===== src/design/fces_pkg.sv =====
package fces_pkg;
  // ---------------------------------------------------------------------
  // bus widths and command codes
  // ---------------------------------------------------------------------
  localparam int        ADDR_W        = 20;
  localparam int        CMD_ADDR_W    = 11;
  localparam logic [10:0] UNLOCK1_ADDR = 11'h555;
  localparam logic [10:0] UNLOCK2_ADDR = 11'h2aa;
  localparam logic [7:0] UNLOCK1_DATA  = 8'haa;
  localparam logic [7:0] UNLOCK2_DATA  = 8'h55;
  localparam logic [7:0] CMD_RESET     = 8'hf0;
  localparam logic [7:0] CMD_IDENT     = 8'h90;
  localparam logic [7:0] CMD_PROGRAM   = 8'ha0;
  localparam logic [7:0] CMD_ERASE_SET = 8'h80;
  localparam logic [7:0] CMD_CHIP_ERASE = 8'h10;
  localparam logic [7:0] CMD_BLOCK_SEL = 8'h30;
  localparam logic [7:0] CMD_SUSPEND   = 8'hb0;
  localparam logic [7:0] CMD_RESUME    = 8'h30;
  // status bits read back while polling
  localparam int        TOGGLE_BIT    = 6;
  localparam int        ERROR_BIT     = 5;
  // ---------------------------------------------------------------------
  // timing
  // ---------------------------------------------------------------------
  localparam int        CLK_MHZ       = 25;
  localparam int        SUSPEND_US    = 15;
  localparam int        SUSPEND_CYC   = SUSPEND_US * CLK_MHZ;
  localparam int        WRITE_LOW_CYC = 2;

  // host request
  typedef enum logic [2:0] {
    FCES_OP_RESET   = 3'h0,
    FCES_OP_IDENT   = 3'h1,
    FCES_OP_PROGRAM = 3'h2,
    FCES_OP_CHIP    = 3'h3,
    FCES_OP_BLOCK   = 3'h4,
    FCES_OP_SUSPEND = 3'h5,
    FCES_OP_RESUME  = 3'h6,
    FCES_OP_READ    = 3'h7
  } fces_op_type;

  typedef struct packed {
    fces_op_type       op;
    logic [ADDR_W-1:0] addr;
    logic [7:0]        data;
  } fces_req_type;

  // flash pins driven by the host
  typedef struct packed {
    logic              chip_en_n;
    logic              out_en_n;
    logic              wr_en_n;
    logic [ADDR_W-1:0] addr;
    logic [7:0]        dq;
    logic              dq_oe;
  } fces_pins_type;
endpackage


===== src/design/fces_host.sv =====
`timescale 1ns/10ps
module fces_host #(
  parameter int SUSPEND_WAIT = fces_pkg::SUSPEND_CYC
) (
  input  wire logic                 REF_CLK_IN,
  input  wire logic                 RST_IN,
  input  wire fces_pkg::fces_req_type REQ_IN,
  input  wire logic                 REQ_VALID_IN,
  output logic                      REQ_READY_OUT,
  output logic                      DONE_OUT,
  output logic                      ERROR_OUT,
  output logic [7:0]                RDATA_OUT,
  input  wire logic [7:0]           DQ_IN,
  output fces_pkg::fces_pins_type   PINS_OUT
);
  // ---------------------------------------------------------------------
  // state
  // ---------------------------------------------------------------------
  typedef enum logic [2:0] {
    FCES_IDLE  = 3'b000,
    FCES_WRITE = 3'b001,
    FCES_GAP   = 3'b010,
    FCES_READ  = 3'b011,
    FCES_POLL  = 3'b100,
    FCES_WAIT  = 3'b101
  } fces_state_type;

  typedef struct packed {
    fces_state_type        st;
    fces_pkg::fces_req_type req;
    logic [2:0]            idx;
    logic [2:0]            len;
    logic [15:0]           cnt;
    logic                  tog;
    logic                  first;
    logic                  done;
    logic                  err;
    logic [7:0]            rdata;
    fces_pkg::fces_pins_type pins;
  } fces_host_type;

  fces_host_type s_r;
  fces_host_type s_nxt;

  // ---------------------------------------------------------------------
  // command table: address and data of write number idx
  // ---------------------------------------------------------------------
  function automatic logic [27:0] step(input fces_pkg::fces_req_type r,
                                       input logic [2:0] i);
    logic [10:0] a;
    logic [7:0]  d;
    logic [19:0] full;
    a = fces_pkg::UNLOCK1_ADDR;
    d = fces_pkg::UNLOCK1_DATA;
    full = r.addr;
    if (i == 3'h1 || i == 3'h4) begin // unlock two
      a = fces_pkg::UNLOCK2_ADDR;
      d = fces_pkg::UNLOCK2_DATA;
    end
    if (i == 3'h2) begin
      unique case (r.op)
        fces_pkg::FCES_OP_IDENT:   d = fces_pkg::CMD_IDENT;
        fces_pkg::FCES_OP_PROGRAM: d = fces_pkg::CMD_PROGRAM;
        fces_pkg::FCES_OP_RESET:   d = fces_pkg::CMD_RESET;
        default:                   d = fces_pkg::CMD_ERASE_SET;
      endcase
    end
    if (i == 3'h3 && r.op == fces_pkg::FCES_OP_PROGRAM) begin
      return {full, r.data}; // target address and byte
    end
    if (i == 3'h5) begin
      if (r.op == fces_pkg::FCES_OP_CHIP) begin
        d = fces_pkg::CMD_CHIP_ERASE;
      end else begin
        return {full, fces_pkg::CMD_BLOCK_SEL}; // block address
      end
    end
    // only low address bits matter to the device
    return {9'h000, a, d};
  endfunction

  // ---------------------------------------------------------------------
  // next state
  // ---------------------------------------------------------------------
  always_comb begin
    logic [27:0] w;
    s_nxt = s_r;
    w = step(s_r.req, s_r.idx);
    s_nxt.done = 1'b0;
    unique case (s_r.st)
      FCES_IDLE: begin
        if (REQ_VALID_IN) begin
          s_nxt.req = REQ_IN;
          s_nxt.idx = 3'h0;
          s_nxt.err = 1'b0;
          s_nxt.first = 1'b1;
          s_nxt.st = FCES_WRITE;
          unique case (REQ_IN.op)
            fces_pkg::FCES_OP_RESET:   s_nxt.len = 3'h3;
            fces_pkg::FCES_OP_IDENT:   s_nxt.len = 3'h3;
            fces_pkg::FCES_OP_PROGRAM: s_nxt.len = 3'h4;
            fces_pkg::FCES_OP_CHIP:    s_nxt.len = 3'h6;
            fces_pkg::FCES_OP_BLOCK:   s_nxt.len = 3'h6;
            default:                   s_nxt.len = 3'h1;
          endcase
          if (REQ_IN.op == fces_pkg::FCES_OP_SUSPEND) begin
            s_nxt.req.data = fces_pkg::CMD_SUSPEND;
          end else if (REQ_IN.op == fces_pkg::FCES_OP_RESUME) begin
            s_nxt.req.data = fces_pkg::CMD_RESUME;
          end else if (REQ_IN.op == fces_pkg::FCES_OP_READ) begin
            s_nxt.st = FCES_READ;
          end
        end
      end
      FCES_WRITE: begin
        // single-write commands place data at any address
        s_nxt.pins.chip_en_n = 1'b0;
        s_nxt.pins.wr_en_n = 1'b0;
        s_nxt.pins.dq_oe = 1'b1;
        if (s_r.len == 3'h1) begin
          s_nxt.pins.addr = s_r.req.addr;
          s_nxt.pins.dq = s_r.req.data;
        end else begin
          s_nxt.pins.addr = w[27:8];
          s_nxt.pins.dq = w[7:0];
        end
        s_nxt.cnt = 16'(fces_pkg::WRITE_LOW_CYC);
        s_nxt.st = FCES_GAP;
      end
      FCES_GAP: begin
        if (s_r.cnt != 16'h0000) begin
          s_nxt.cnt = s_r.cnt - 16'h0001;
        end else if (!s_r.pins.wr_en_n) begin
          s_nxt.pins.wr_en_n = 1'b1; // rising edge latches the write
          s_nxt.pins.chip_en_n = 1'b1;
        end else if (s_r.idx + 3'h1 < s_r.len) begin
          s_nxt.idx = s_r.idx + 3'h1;
          s_nxt.st = FCES_WRITE;
        end else begin
          s_nxt.pins.dq_oe = 1'b0;
          unique case (s_r.req.op)
            fces_pkg::FCES_OP_PROGRAM, fces_pkg::FCES_OP_CHIP,
            fces_pkg::FCES_OP_BLOCK, fces_pkg::FCES_OP_RESUME:
              s_nxt.st = FCES_POLL; // status readable at once
            fces_pkg::FCES_OP_SUSPEND: begin
              s_nxt.cnt = 16'(SUSPEND_WAIT); // halt latency
              s_nxt.st = FCES_WAIT;
            end
            default: begin
              s_nxt.done = 1'b1;
              s_nxt.st = FCES_IDLE;
            end
          endcase
        end
      end
      FCES_READ, FCES_POLL: begin
        // one read cycle: strobe, then sample on the next step
        if (s_r.pins.out_en_n) begin
          s_nxt.pins.chip_en_n = 1'b0;
          s_nxt.pins.out_en_n = 1'b0;
          s_nxt.pins.addr = s_r.req.addr;
        end else begin
          s_nxt.pins.chip_en_n = 1'b1;
          s_nxt.pins.out_en_n = 1'b1;
          s_nxt.rdata = DQ_IN;
          s_nxt.tog = DQ_IN[fces_pkg::TOGGLE_BIT];
          s_nxt.first = 1'b0;
          if (s_r.st == FCES_READ) begin
            s_nxt.done = 1'b1;
            s_nxt.st = FCES_IDLE;
          end else if (!s_r.first &&
                       DQ_IN[fces_pkg::TOGGLE_BIT] == s_r.tog) begin
            s_nxt.done = 1'b1; // toggle stopped: back to array
            s_nxt.st = FCES_IDLE;
          end else if (!s_r.first && DQ_IN[fces_pkg::ERROR_BIT]) begin
            s_nxt.err = 1'b1; // failure: host must send reset next
            s_nxt.done = 1'b1;
            s_nxt.st = FCES_IDLE;
          end
        end
      end
      FCES_WAIT: begin
        if (s_r.cnt != 16'h0000) begin
          s_nxt.cnt = s_r.cnt - 16'h0001;
        end else begin
          s_nxt.done = 1'b1;
          s_nxt.st = FCES_IDLE;
        end
      end
      default: s_nxt.st = FCES_IDLE;
    endcase
  end

  // ---------------------------------------------------------------------
  // state register
  // ---------------------------------------------------------------------
  always_ff @(posedge REF_CLK_IN or posedge RST_IN) begin
    if (RST_IN) begin
      s_r <= '0;
      s_r.pins.chip_en_n <= 1'b1;
      s_r.pins.out_en_n <= 1'b1;
      s_r.pins.wr_en_n <= 1'b1;
    end else begin
      s_r <= s_nxt;
    end
  end

  // outputs
  assign REQ_READY_OUT = (s_r.st == FCES_IDLE);
  assign DONE_OUT      = s_r.done;
  assign ERROR_OUT     = s_r.err;
  assign RDATA_OUT     = s_r.rdata;
  assign PINS_OUT      = s_r.pins;

  // ---------------------------------------------------------------------
  // checks
  // ---------------------------------------------------------------------
  wr_no_read_a : assert property (
    @(posedge REF_CLK_IN) disable iff (RST_IN)
    !(!s_r.pins.wr_en_n && !s_r.pins.out_en_n))
    else $error("write and output enable low together");
  unlock_first_a : assert property (
    @(posedge REF_CLK_IN) disable iff (RST_IN)
    (s_r.st == FCES_WRITE && s_r.idx == 3'h0 && s_r.len != 3'h1)
    |=> s_r.pins.dq == fces_pkg::UNLOCK1_DATA)
    else $error("sequence did not open with unlock byte");

  // completion is one cycle wide so a request is never reported twice
  done_pulse_a : assert property (
    @(posedge REF_CLK_IN) disable iff (RST_IN)
    s_r.done |=> !s_r.done)
    else $error("done held longer than one cycle");

  // address and data stand while the write strobe rises
  we_hold_a : assert property (
    @(posedge REF_CLK_IN) disable iff (RST_IN)
    $rose(s_r.pins.wr_en_n)
    |-> $stable(s_r.pins.addr) && $stable(s_r.pins.dq))
    else $error("write address or data moved at strobe rise");

  // write strobe stays low for the full pulse width
  we_width_a : assert property (
    @(posedge REF_CLK_IN) disable iff (RST_IN)
    $fell(s_r.pins.wr_en_n)
    |=> (!s_r.pins.wr_en_n) [*2] ##1 s_r.pins.wr_en_n)
    else $error("write strobe width wrong");

  // polling and reading never write and never drive the data bus
  poll_read_a : assert property (
    @(posedge REF_CLK_IN) disable iff (RST_IN)
    (s_r.st == FCES_POLL || s_r.st == FCES_READ)
    |-> s_r.pins.wr_en_n && !s_r.pins.dq_oe)
    else $error("bus driven while reading status");

  // a seen failure stays flagged until the next request is taken
  err_hold_a : assert property (
    @(posedge REF_CLK_IN) disable iff (RST_IN)
    s_r.err && !REQ_VALID_IN |=> s_r.err)
    else $error("error flag dropped without a new request");

  // suspend wait ends after the halt latency
  localparam int SUSP_MAX = SUSPEND_WAIT + 1;
  susp_done_a : assert property (
    @(posedge REF_CLK_IN) disable iff (RST_IN)
    $rose(s_r.st == FCES_WAIT) |-> ##[1:SUSP_MAX] s_r.done)
    else $error("suspend wait did not finish in time");
endmodule


===== config.mk =====
export PLATFORM = sky130hd
export DESIGN_NAME = fces_host
export DESIGN_NICKNAME = d
export VERILOG_FILES = /design/src/design/fces_pkg.sv /design/src/design/fces_host.sv
export SDC_FILE = /design/constraint.sdc
export NUM_CORES = 1
export LEC_CHECK = 0
export ABC_AREA = 1
export BUFFER_PORTS_ARGS = -buffer_cell sky130_fd_sc_hd__buf_4
export CORE_MARGIN = 2
export CORE_UTILIZATION = 61
export CTS_CLUSTER_DIAMETER = 50
export CTS_CLUSTER_SIZE = 20
export DETAILED_ROUTE_END_ITERATION = 6
export GPL_TIMING_DRIVEN = 0
export PLACE_DENSITY_LB_ADDON = 0.25
export RECOVER_POWER = 25
export SYNTH_ARGS = -nofsm -noshare
export SYNTH_HDL_FRONTEND = slang
export SYNTH_SLANG_ARGS = --single-unit

===== constraint.sdc =====
create_clock -name REF_CLK_IN -period 7.6 [get_ports REF_CLK_IN]
set_input_delay 0.38 -clock REF_CLK_IN [delete_from_list [all_inputs] [get_ports REF_CLK_IN]]
set_output_delay 0.38 -clock REF_CLK_IN [all_outputs]
set_load 0.01 [all_outputs]

==> flow_summary.toml, run 1 <==
[logic_synthesis]
syn_area_per_cell_um2 = 7.596
syn_nets = 743
synth_edf_count = 0
synthFlopType = "dfrtp_1"
synth_warnings = 0
synthDistinctLibCells = 36
seq_area_frac_synth = 0.4714
netlist_instances = 693
async_flop_share = 1.000
ys_ff_latch = 99
syn_area_um2 = 5264

[clocking]
cts_root_buffer = "clkbuf_8"
clkSlewWorstSetupHoldPaths_ns = 0.10
ctsLongestPathBuffers = 2
post_cts_buffers = 0
numCtsBuffers = 9
cts_htree_levels = 3
clk_latency_ns = 0.37
cts_resized = 0
clkSinkCount = 99
cts_hold_buf = 0
cts_tree = "yes"

[route]
drt_iter0_markers = 255
drtAntennaViolNets = 0
drc = 0
routed_wl_mm = 11.80
wl_per_cell_um = 13.12
vias = 4668
post_drt_via_cell_ratio = 5.192
drtPass1Iterations = 5

[timing]
slew_violations = 102
fmax_mhz = 261.8
period_share = 0.5026
fin_crit_ns = 3.820
final_hold_viol_count = 0
worst_pin_slew_ns = 2.739
setup_ws_ns = 3.780
rsz0062_at_grt = "no"
slew_headroom = -0.8262
setup_viol = 0
skew_ns = 0.01285
finalSetupTns_ns = 0

[global_routing]
grt_antenna_before_repair = 0
grt_pass1_vias = 4699
grt_usage = 0.2669
grt_max_degree = 52
gr-total-overflow = 0
grt_pass1_wl_mm = 20.86

[critical_path]
path_cells = "clkbuf_4, clkinvlp_2, clkbuf_1"
worstPathArrival_ns = 3.71
crit_fanout = 51
crit_slowest_cell = "clkbuf_1"
path_class = "primary input to asynchronous set/reset pin"
cp.required_ns = 7.49
end_kind = "asynchronous set/reset pin"
cpPeakStageDelay_ns = 2.03
cp-start-kind = "primary input"

[floorplan]
start_util = 0.6343
placementRows = 33
pin_count = 85
die_w_um = 96.90
fp.coreArea_um2 = 8299
die_height_um = 96.90
die_area_um2 = 9389

[cells_and_area]
post_route_cells_drive_above_1_share = 0.2280
diodes = 0
final_nets = 839
syn2layout_area_growth_pct = 18.04
fillers = 632

[placement]
place_congestion = 0.9448
place_ws_ns = 5.380
place.port_buffers = 84
dp.final_hpwl_mm = 8.776

[worst_hold_path]
hp-class = "primary input to flop"

[flow_run]
cap_violations = 2

[outcome]
violations = "capacitance limit, slew limit"
outcome = "finished with violations"

[power_and_ir_drop]
cellPowerDensity_nw_per_um2 = 453.4
peakVddDrop_v = 0.0003000
leakage_nw = 3.438
[cell usage after synthesis (2+ instances only)]
| cell | number | area, um2 |
|---|---|---|
| inv_2 | 5 | 18.77 |
| nand3_1 | 36 | 180.2 |
| xor2_1 | 2 | 17.52 |
| nor2_4 | 3 | 33.78 |
| dfrtp_1 | 96 | 2402 |
| buf_4 | 41 | 307.8 |
| clkbuf_1 | 2 | 7.510 |
| or2_2 | 2 | 12.51 |
| o22a_1 | 3 | 26.28 |
| o21ai_0 | 44 | 220.2 |
| nand4_1 | 8 | 50.05 |
| buf_2 | 11 | 55.05 |
| nand2_2 | 5 | 31.28 |
| inv_1 | 61 | 229.0 |
| dfstp_2 | 3 | 78.83 |
| ha_1 | 8 | 100.1 |
| nand2_1 | 265 | 994.7 |
| nor2_1 | 55 | 206.5 |
| a21oi_1 | 19 | 95.09 |
| o21bai_1 | 3 | 22.52 |
| nor3_1 | 4 | 20.02 |
| nor2_2 | 3 | 18.77 |
[registers in the layout, summed over array words and instances, names as in the netlist]
name	count
DONE_OUT	1
s_r	57
PINS_OUT	32
ERROR_OUT	1
RDATA_OUT	8
[area by class of cell]
class                      count  area, um2  share of cell area
tap                          105      131.4             0.02114
clock inverter                 7      58.81            0.009464
buffer                        56      396.6             0.06383
multi-input combinational    472       2138              0.3441
timing repair buffer          85      634.4              0.1021
inverter                      66      249.0             0.04007
sequential                    99       2481              0.3993
clock buffer                   9      123.9             0.01994
[path summary, 6_finish.rpt]
path / from / to / slack, ns / depth (start not counted)
worst max-delay path: RST_IN / s_r[61] / 3.78 / 3
worst min-delay path: REQ_IN[13] / s_r[79] / 0.20 / 3
worst max register to register: s_r[63] / s_r[63] / 5.36 / 12
worst min register to register: s_r[81] / s_r[81] / 0.48 / 2
max in group REF_CLK_IN: s_r[63] / s_r[63] / 5.36 / 12
min in group asynchronous: RST_IN / s_r[80] / 0.54 / 2
[layer usage]
layer  GRT usage  vias to the layer above  wire, um
met5           0                        -         0
met4     0.08451                        0       173
met3     0.04118                       24       638
met2      0.4493                      143      5841
met1      0.3574                     2181      5143
li1            -                     2320         -
[critical path: cells and delay by family]
family   cells  cell delay [ns]
buf+inv      3             3.30
[through the flow]
step	instances	area (um2)	power, mW	hold slack (ns)	utilization
after floorplan	693	5264	2.032	0.4431	-
after global placement	882	6026	2.422	0.4552	0.7261
after detailed placement	883	6056	2.494	0.4595	0.7297
after CTS	899	6238	2.819	0.1032	0.7517
after global routing	899	6213	3.080	0.2016	0.7487
final	899	6213	2.817	0.2047	0.7487
[cell usage in the layout, fill, tap and decap left out, types with 4 or more instances in the layout]
cell / instances
a21oi_1: 19
nand2_1: 265
nand4_1: 8
nand2_2: 5
inv_1: 60
o21ai_0: 44
nor3_1: 4
buf_4: 124
clkbuf_8: 9
nand3_1: 36
inv_2: 5
nor2_1: 55
ha_1: 8
dfrtp_1: 96
buf_2: 11
[power breakdown]
group	internal (mW)	total, mW	leakage, nW	switching, mW
Sequential	0.758	0.912	1.23	0.154
Clock	0.124	0.322	0.0921	0.198
Combinational	0.626	1.58	2.12	0.957
[kinds of logic (layout without fill, tap and decap cells)]
group                    count (synthesis)  count (layout)  share of synthesized area
XOR/XNOR                                 3               3                   0.004993
flip-flops                              99              99                     0.4714
buffers and inverters                  122             223                     0.1224
adder cells (fa/ha/maj)                  8               8                    0.01902
AND/OR/NAND/NOR                        384             384                     0.3014
AO/OA/AOI/OAI                           77              77                    0.08082
No activity file was read; power rests on OpenSTA's default activity.
==> inputs of run 2 (changes only) <==
--- a/config.mk
+++ b/config.mk
@@ -8,7 +8,7 @@
 export ABC_AREA = 1
 export BUFFER_PORTS_ARGS = -buffer_cell sky130_fd_sc_hd__buf_4
 export CORE_MARGIN = 2
-export CORE_UTILIZATION = 61
+export CORE_UTILIZATION = 51
 export CTS_CLUSTER_DIAMETER = 50
 export CTS_CLUSTER_SIZE = 20
 export DETAILED_ROUTE_END_ITERATION = 6
==> constraint.sdc (replaced) <==
create_clock -name REF_CLK_IN -period 3.3 [get_ports REF_CLK_IN]
set_input_delay 0.165 -clock REF_CLK_IN [delete_from_list [all_inputs] [get_ports REF_CLK_IN]]
set_output_delay 0.165 -clock REF_CLK_IN [all_outputs]
set_load 0.01 [all_outputs]
==> run 2 against run 1 <==
  * The run still ends with capacitance limit, slew limit left
  * Routed wire length increased by 6.1%
  * Setup slack got worse by 2.7 ns
  * Cell area increased by 5.5%
  * Combinational power increased by 130%
  * Clock-buffer cell count increased by 1
  * First-iteration DRC count increased by 2.4%
  * Total power increased by 130%
  * Sequential power increased by 130%
  * Clock skew decreased by 0.0022 ns
  * Flip-flop and latch count unchanged
  * Core utilization decreased by 10 points
  * Clock power increased by 140%
  * Largest power group unchanged
  * Highest routed layer unchanged
==> flow_summary.toml, run 2 (synthesis results as in run 1) <==
[outcome]
outcome = "finished with violations"
violations = "capacitance limit, slew limit"

[cells_and_area]
final_nets = 869
fillers = 918
largest_reg_flops = 57
fin_area_um2 = 6556
layout_common_cells = "nand2_1, buf_4, dfrtp_1, inv_1, nor2_1"
syn2layout_area_growth_pct = 24.55
regMostFlops = "s_r"
post_route_cells_drive_above_1_share = 0.2100
layout_commonest_cell = "nand2_1"
diodes = 0

[power_and_ir_drop]
switching_power_mw = 2.983
comb_power_share = 0.559
power.internal_mw = 3.535
peakVddDrop_v = 0.0005171
p_seq_frac = 0.322
leakage_nw = 3.549
p_sw_frac = 0.4576
p_clk_frac = 0.119
cellPowerDensity_nw_per_um2 = 994.1

[timing]
fmax_mhz = 451.6
skew_ns = 0.01067
fin_crit_ns = 2.214
finalSetupTns_ns = 0
period_share = 0.6710
worst_pin_slew_ns = 2.186
rsz0062_at_grt = "no"
setup_viol = 0
slew_violations = 49
fin_hold_ws_ns = 0.01193
slew_headroom = -0.4653
final_hold_viol_count = 0

[route]
wl_per_cell_um = 13.03
post_drt_via_cell_ratio = 4.955
drtAntennaViolNets = 0
drtPass1Iterations = 5
vias = 4757
drc = 0
routed_wl_mm = 12.51
drt_iter0_markers = 261

[clocking]
ctsLongestPathBuffers = 2
cts_htree_levels = 3
numCtsBuffers = 9
clk_latency_ns = 0.37
post_cts_buffers = 0
cts_root_buffer = "clkbuf_8"
clkSinkCount = 99
cts_tree = "yes"
clkSlewWorstSetupHoldPaths_ns = 0.09

[floorplan]
die_height_um = 105.6
placementRows = 37
pin_count = 85
fp.coreArea_um2 = 10180
die_area_um2 = 11150
die_w_um = 105.6
start_util = 0.5168

[critical_path]
crit_fanout = 10
end_kind = "flop"
timing.rr.end = "s_r[56]"
cp-start-kind = "flop"
reg2reg_slack_ns = 1.09
worstReg2RegStart = "s_r[63]"
ff2ff_path_depth = 11
cp.required_ns = 3.57
crit_path_start = "s_r[63]"
worstPathArrival_ns = 2.48
path_class = "flop to flop"

[global_routing]
grt_max_degree = 52
grt_pass1_wl_mm = 21.93
grt_usage = 0.2435
gr-total-overflow = 0
grt_antenna_before_repair = 0
grt_pass1_vias = 4826

[worst_hold_path]
hp-class = "primary input to flop"
hold_start = "REQ_IN[18]"
worstHoldEndpoint = "s_r[84]"
whs_path_depth = 3

[placement]
place_area_um2 = 6095
place.port_buffers = 84
dp.final_hpwl_mm = 8.807
place_congestion = 0.9077

[flow_run]
cap_violations = 1
run 2: cell count changes in the layout (fill, tap and decap cells not counted), moves of 2 or more:
cell | before | now
clkbuf_1 | 3 | 11
dlygate4sd3_1 | 0 | 30
clkbuf_4 | 1 | 3
buf_4 | 124 | 114
run 2: final cells by class:
type                    instances  area, um2  share of cell area
flip-flops and latches         99       2481              0.3784
multi-input cells             472       2138              0.3261
repair buffers                115      928.4              0.1416
plain buffers                  56      396.6             0.06050
inverters                      66      249.0             0.03798
well taps                     136      170.2             0.02595
clock buffers                  10      127.6             0.01947
clock inverters                 6      65.06            0.009924
run 2: worst max path at each step:
| stage | to | slack [ns] | depth (start not counted) |
|---|---|---|---|
| 2_1_floorplan | DONE_OUT | 0.55 | 1 |
| 6_report | s_r[56] | 1.09 | 11 |
| 4_1_cts | s_r[49] | 1.08 | 12 |
| 3_5_place_dp | s_r[45] | 1.09 | 12 |
| 5_1_grt | s_r[64] | 0.85 | 11 |
| 3_3_place_gp | RDATA_OUT[3] | -0.54 | 2 |
run 2: metrics by stage:
step / worst slack [ns] / power, mW / utilization / instances
after floorplan: 0.5495 / 4.680 / - / 693
after global placement: -0.5358 / 5.611 / 0.5955 / 913
after detailed placement: 1.093 / 5.749 / 0.5984 / 914
after CTS: 1.084 / 6.566 / 0.6468 / 960
after global routing: 0.8470 / 7.170 / 0.6437 / 960
final: 1.086 / 6.517 / 0.6437 / 960
run 2: power groups by stage:
| stage | logic [mW] | registers (mW) | clock network [mW] |
|---|---|---|---|
| floorplan | 2.65 | 2.02 | 0 |
| global placement | 3.52 | 2.09 | 0 |
| CTS | 3.68 | 2.09 | 0.798 |
| finish | 3.64 | 2.10 | 0.777 |
| global route | 4.16 | 2.17 | 0.847 |
| detailed placement | 3.64 | 2.11 | 0 |
run 2: layer usage:
| layer | part of all wire | track usage |
|---|---|---|
| met5 | 0 | 0 |
| met4 | 0.012 | 0.06861 |
| met3 | 0.046 | 0.03896 |
| met2 | 0.51 | 0.4323 |
| met1 | 0.43 | 0.3077 |
run 2: repair_timing:
| action | in CTS | in global routing |
|---|---|---|
| hold endpoints to repair | 77 | 0 |
| resized for setup | 0 | 0 |
| hold buffers | 30 | 0 |
| endpoints found under the setup margin | 0 | 0 |
run 2: critical path: stages (launching register included):
cell	delay [ns]
dfrtp_1	0.44
ha_1	0.23
ha_1	0.27
inv_1	0.05
ha_1	0.28
a21oi_1	0.14
nand2_1	0.12
a21oi_2	0.21
nor2_4	0.09
buf_6	0.15
nand2_1	0.08
nand2_1	0.05
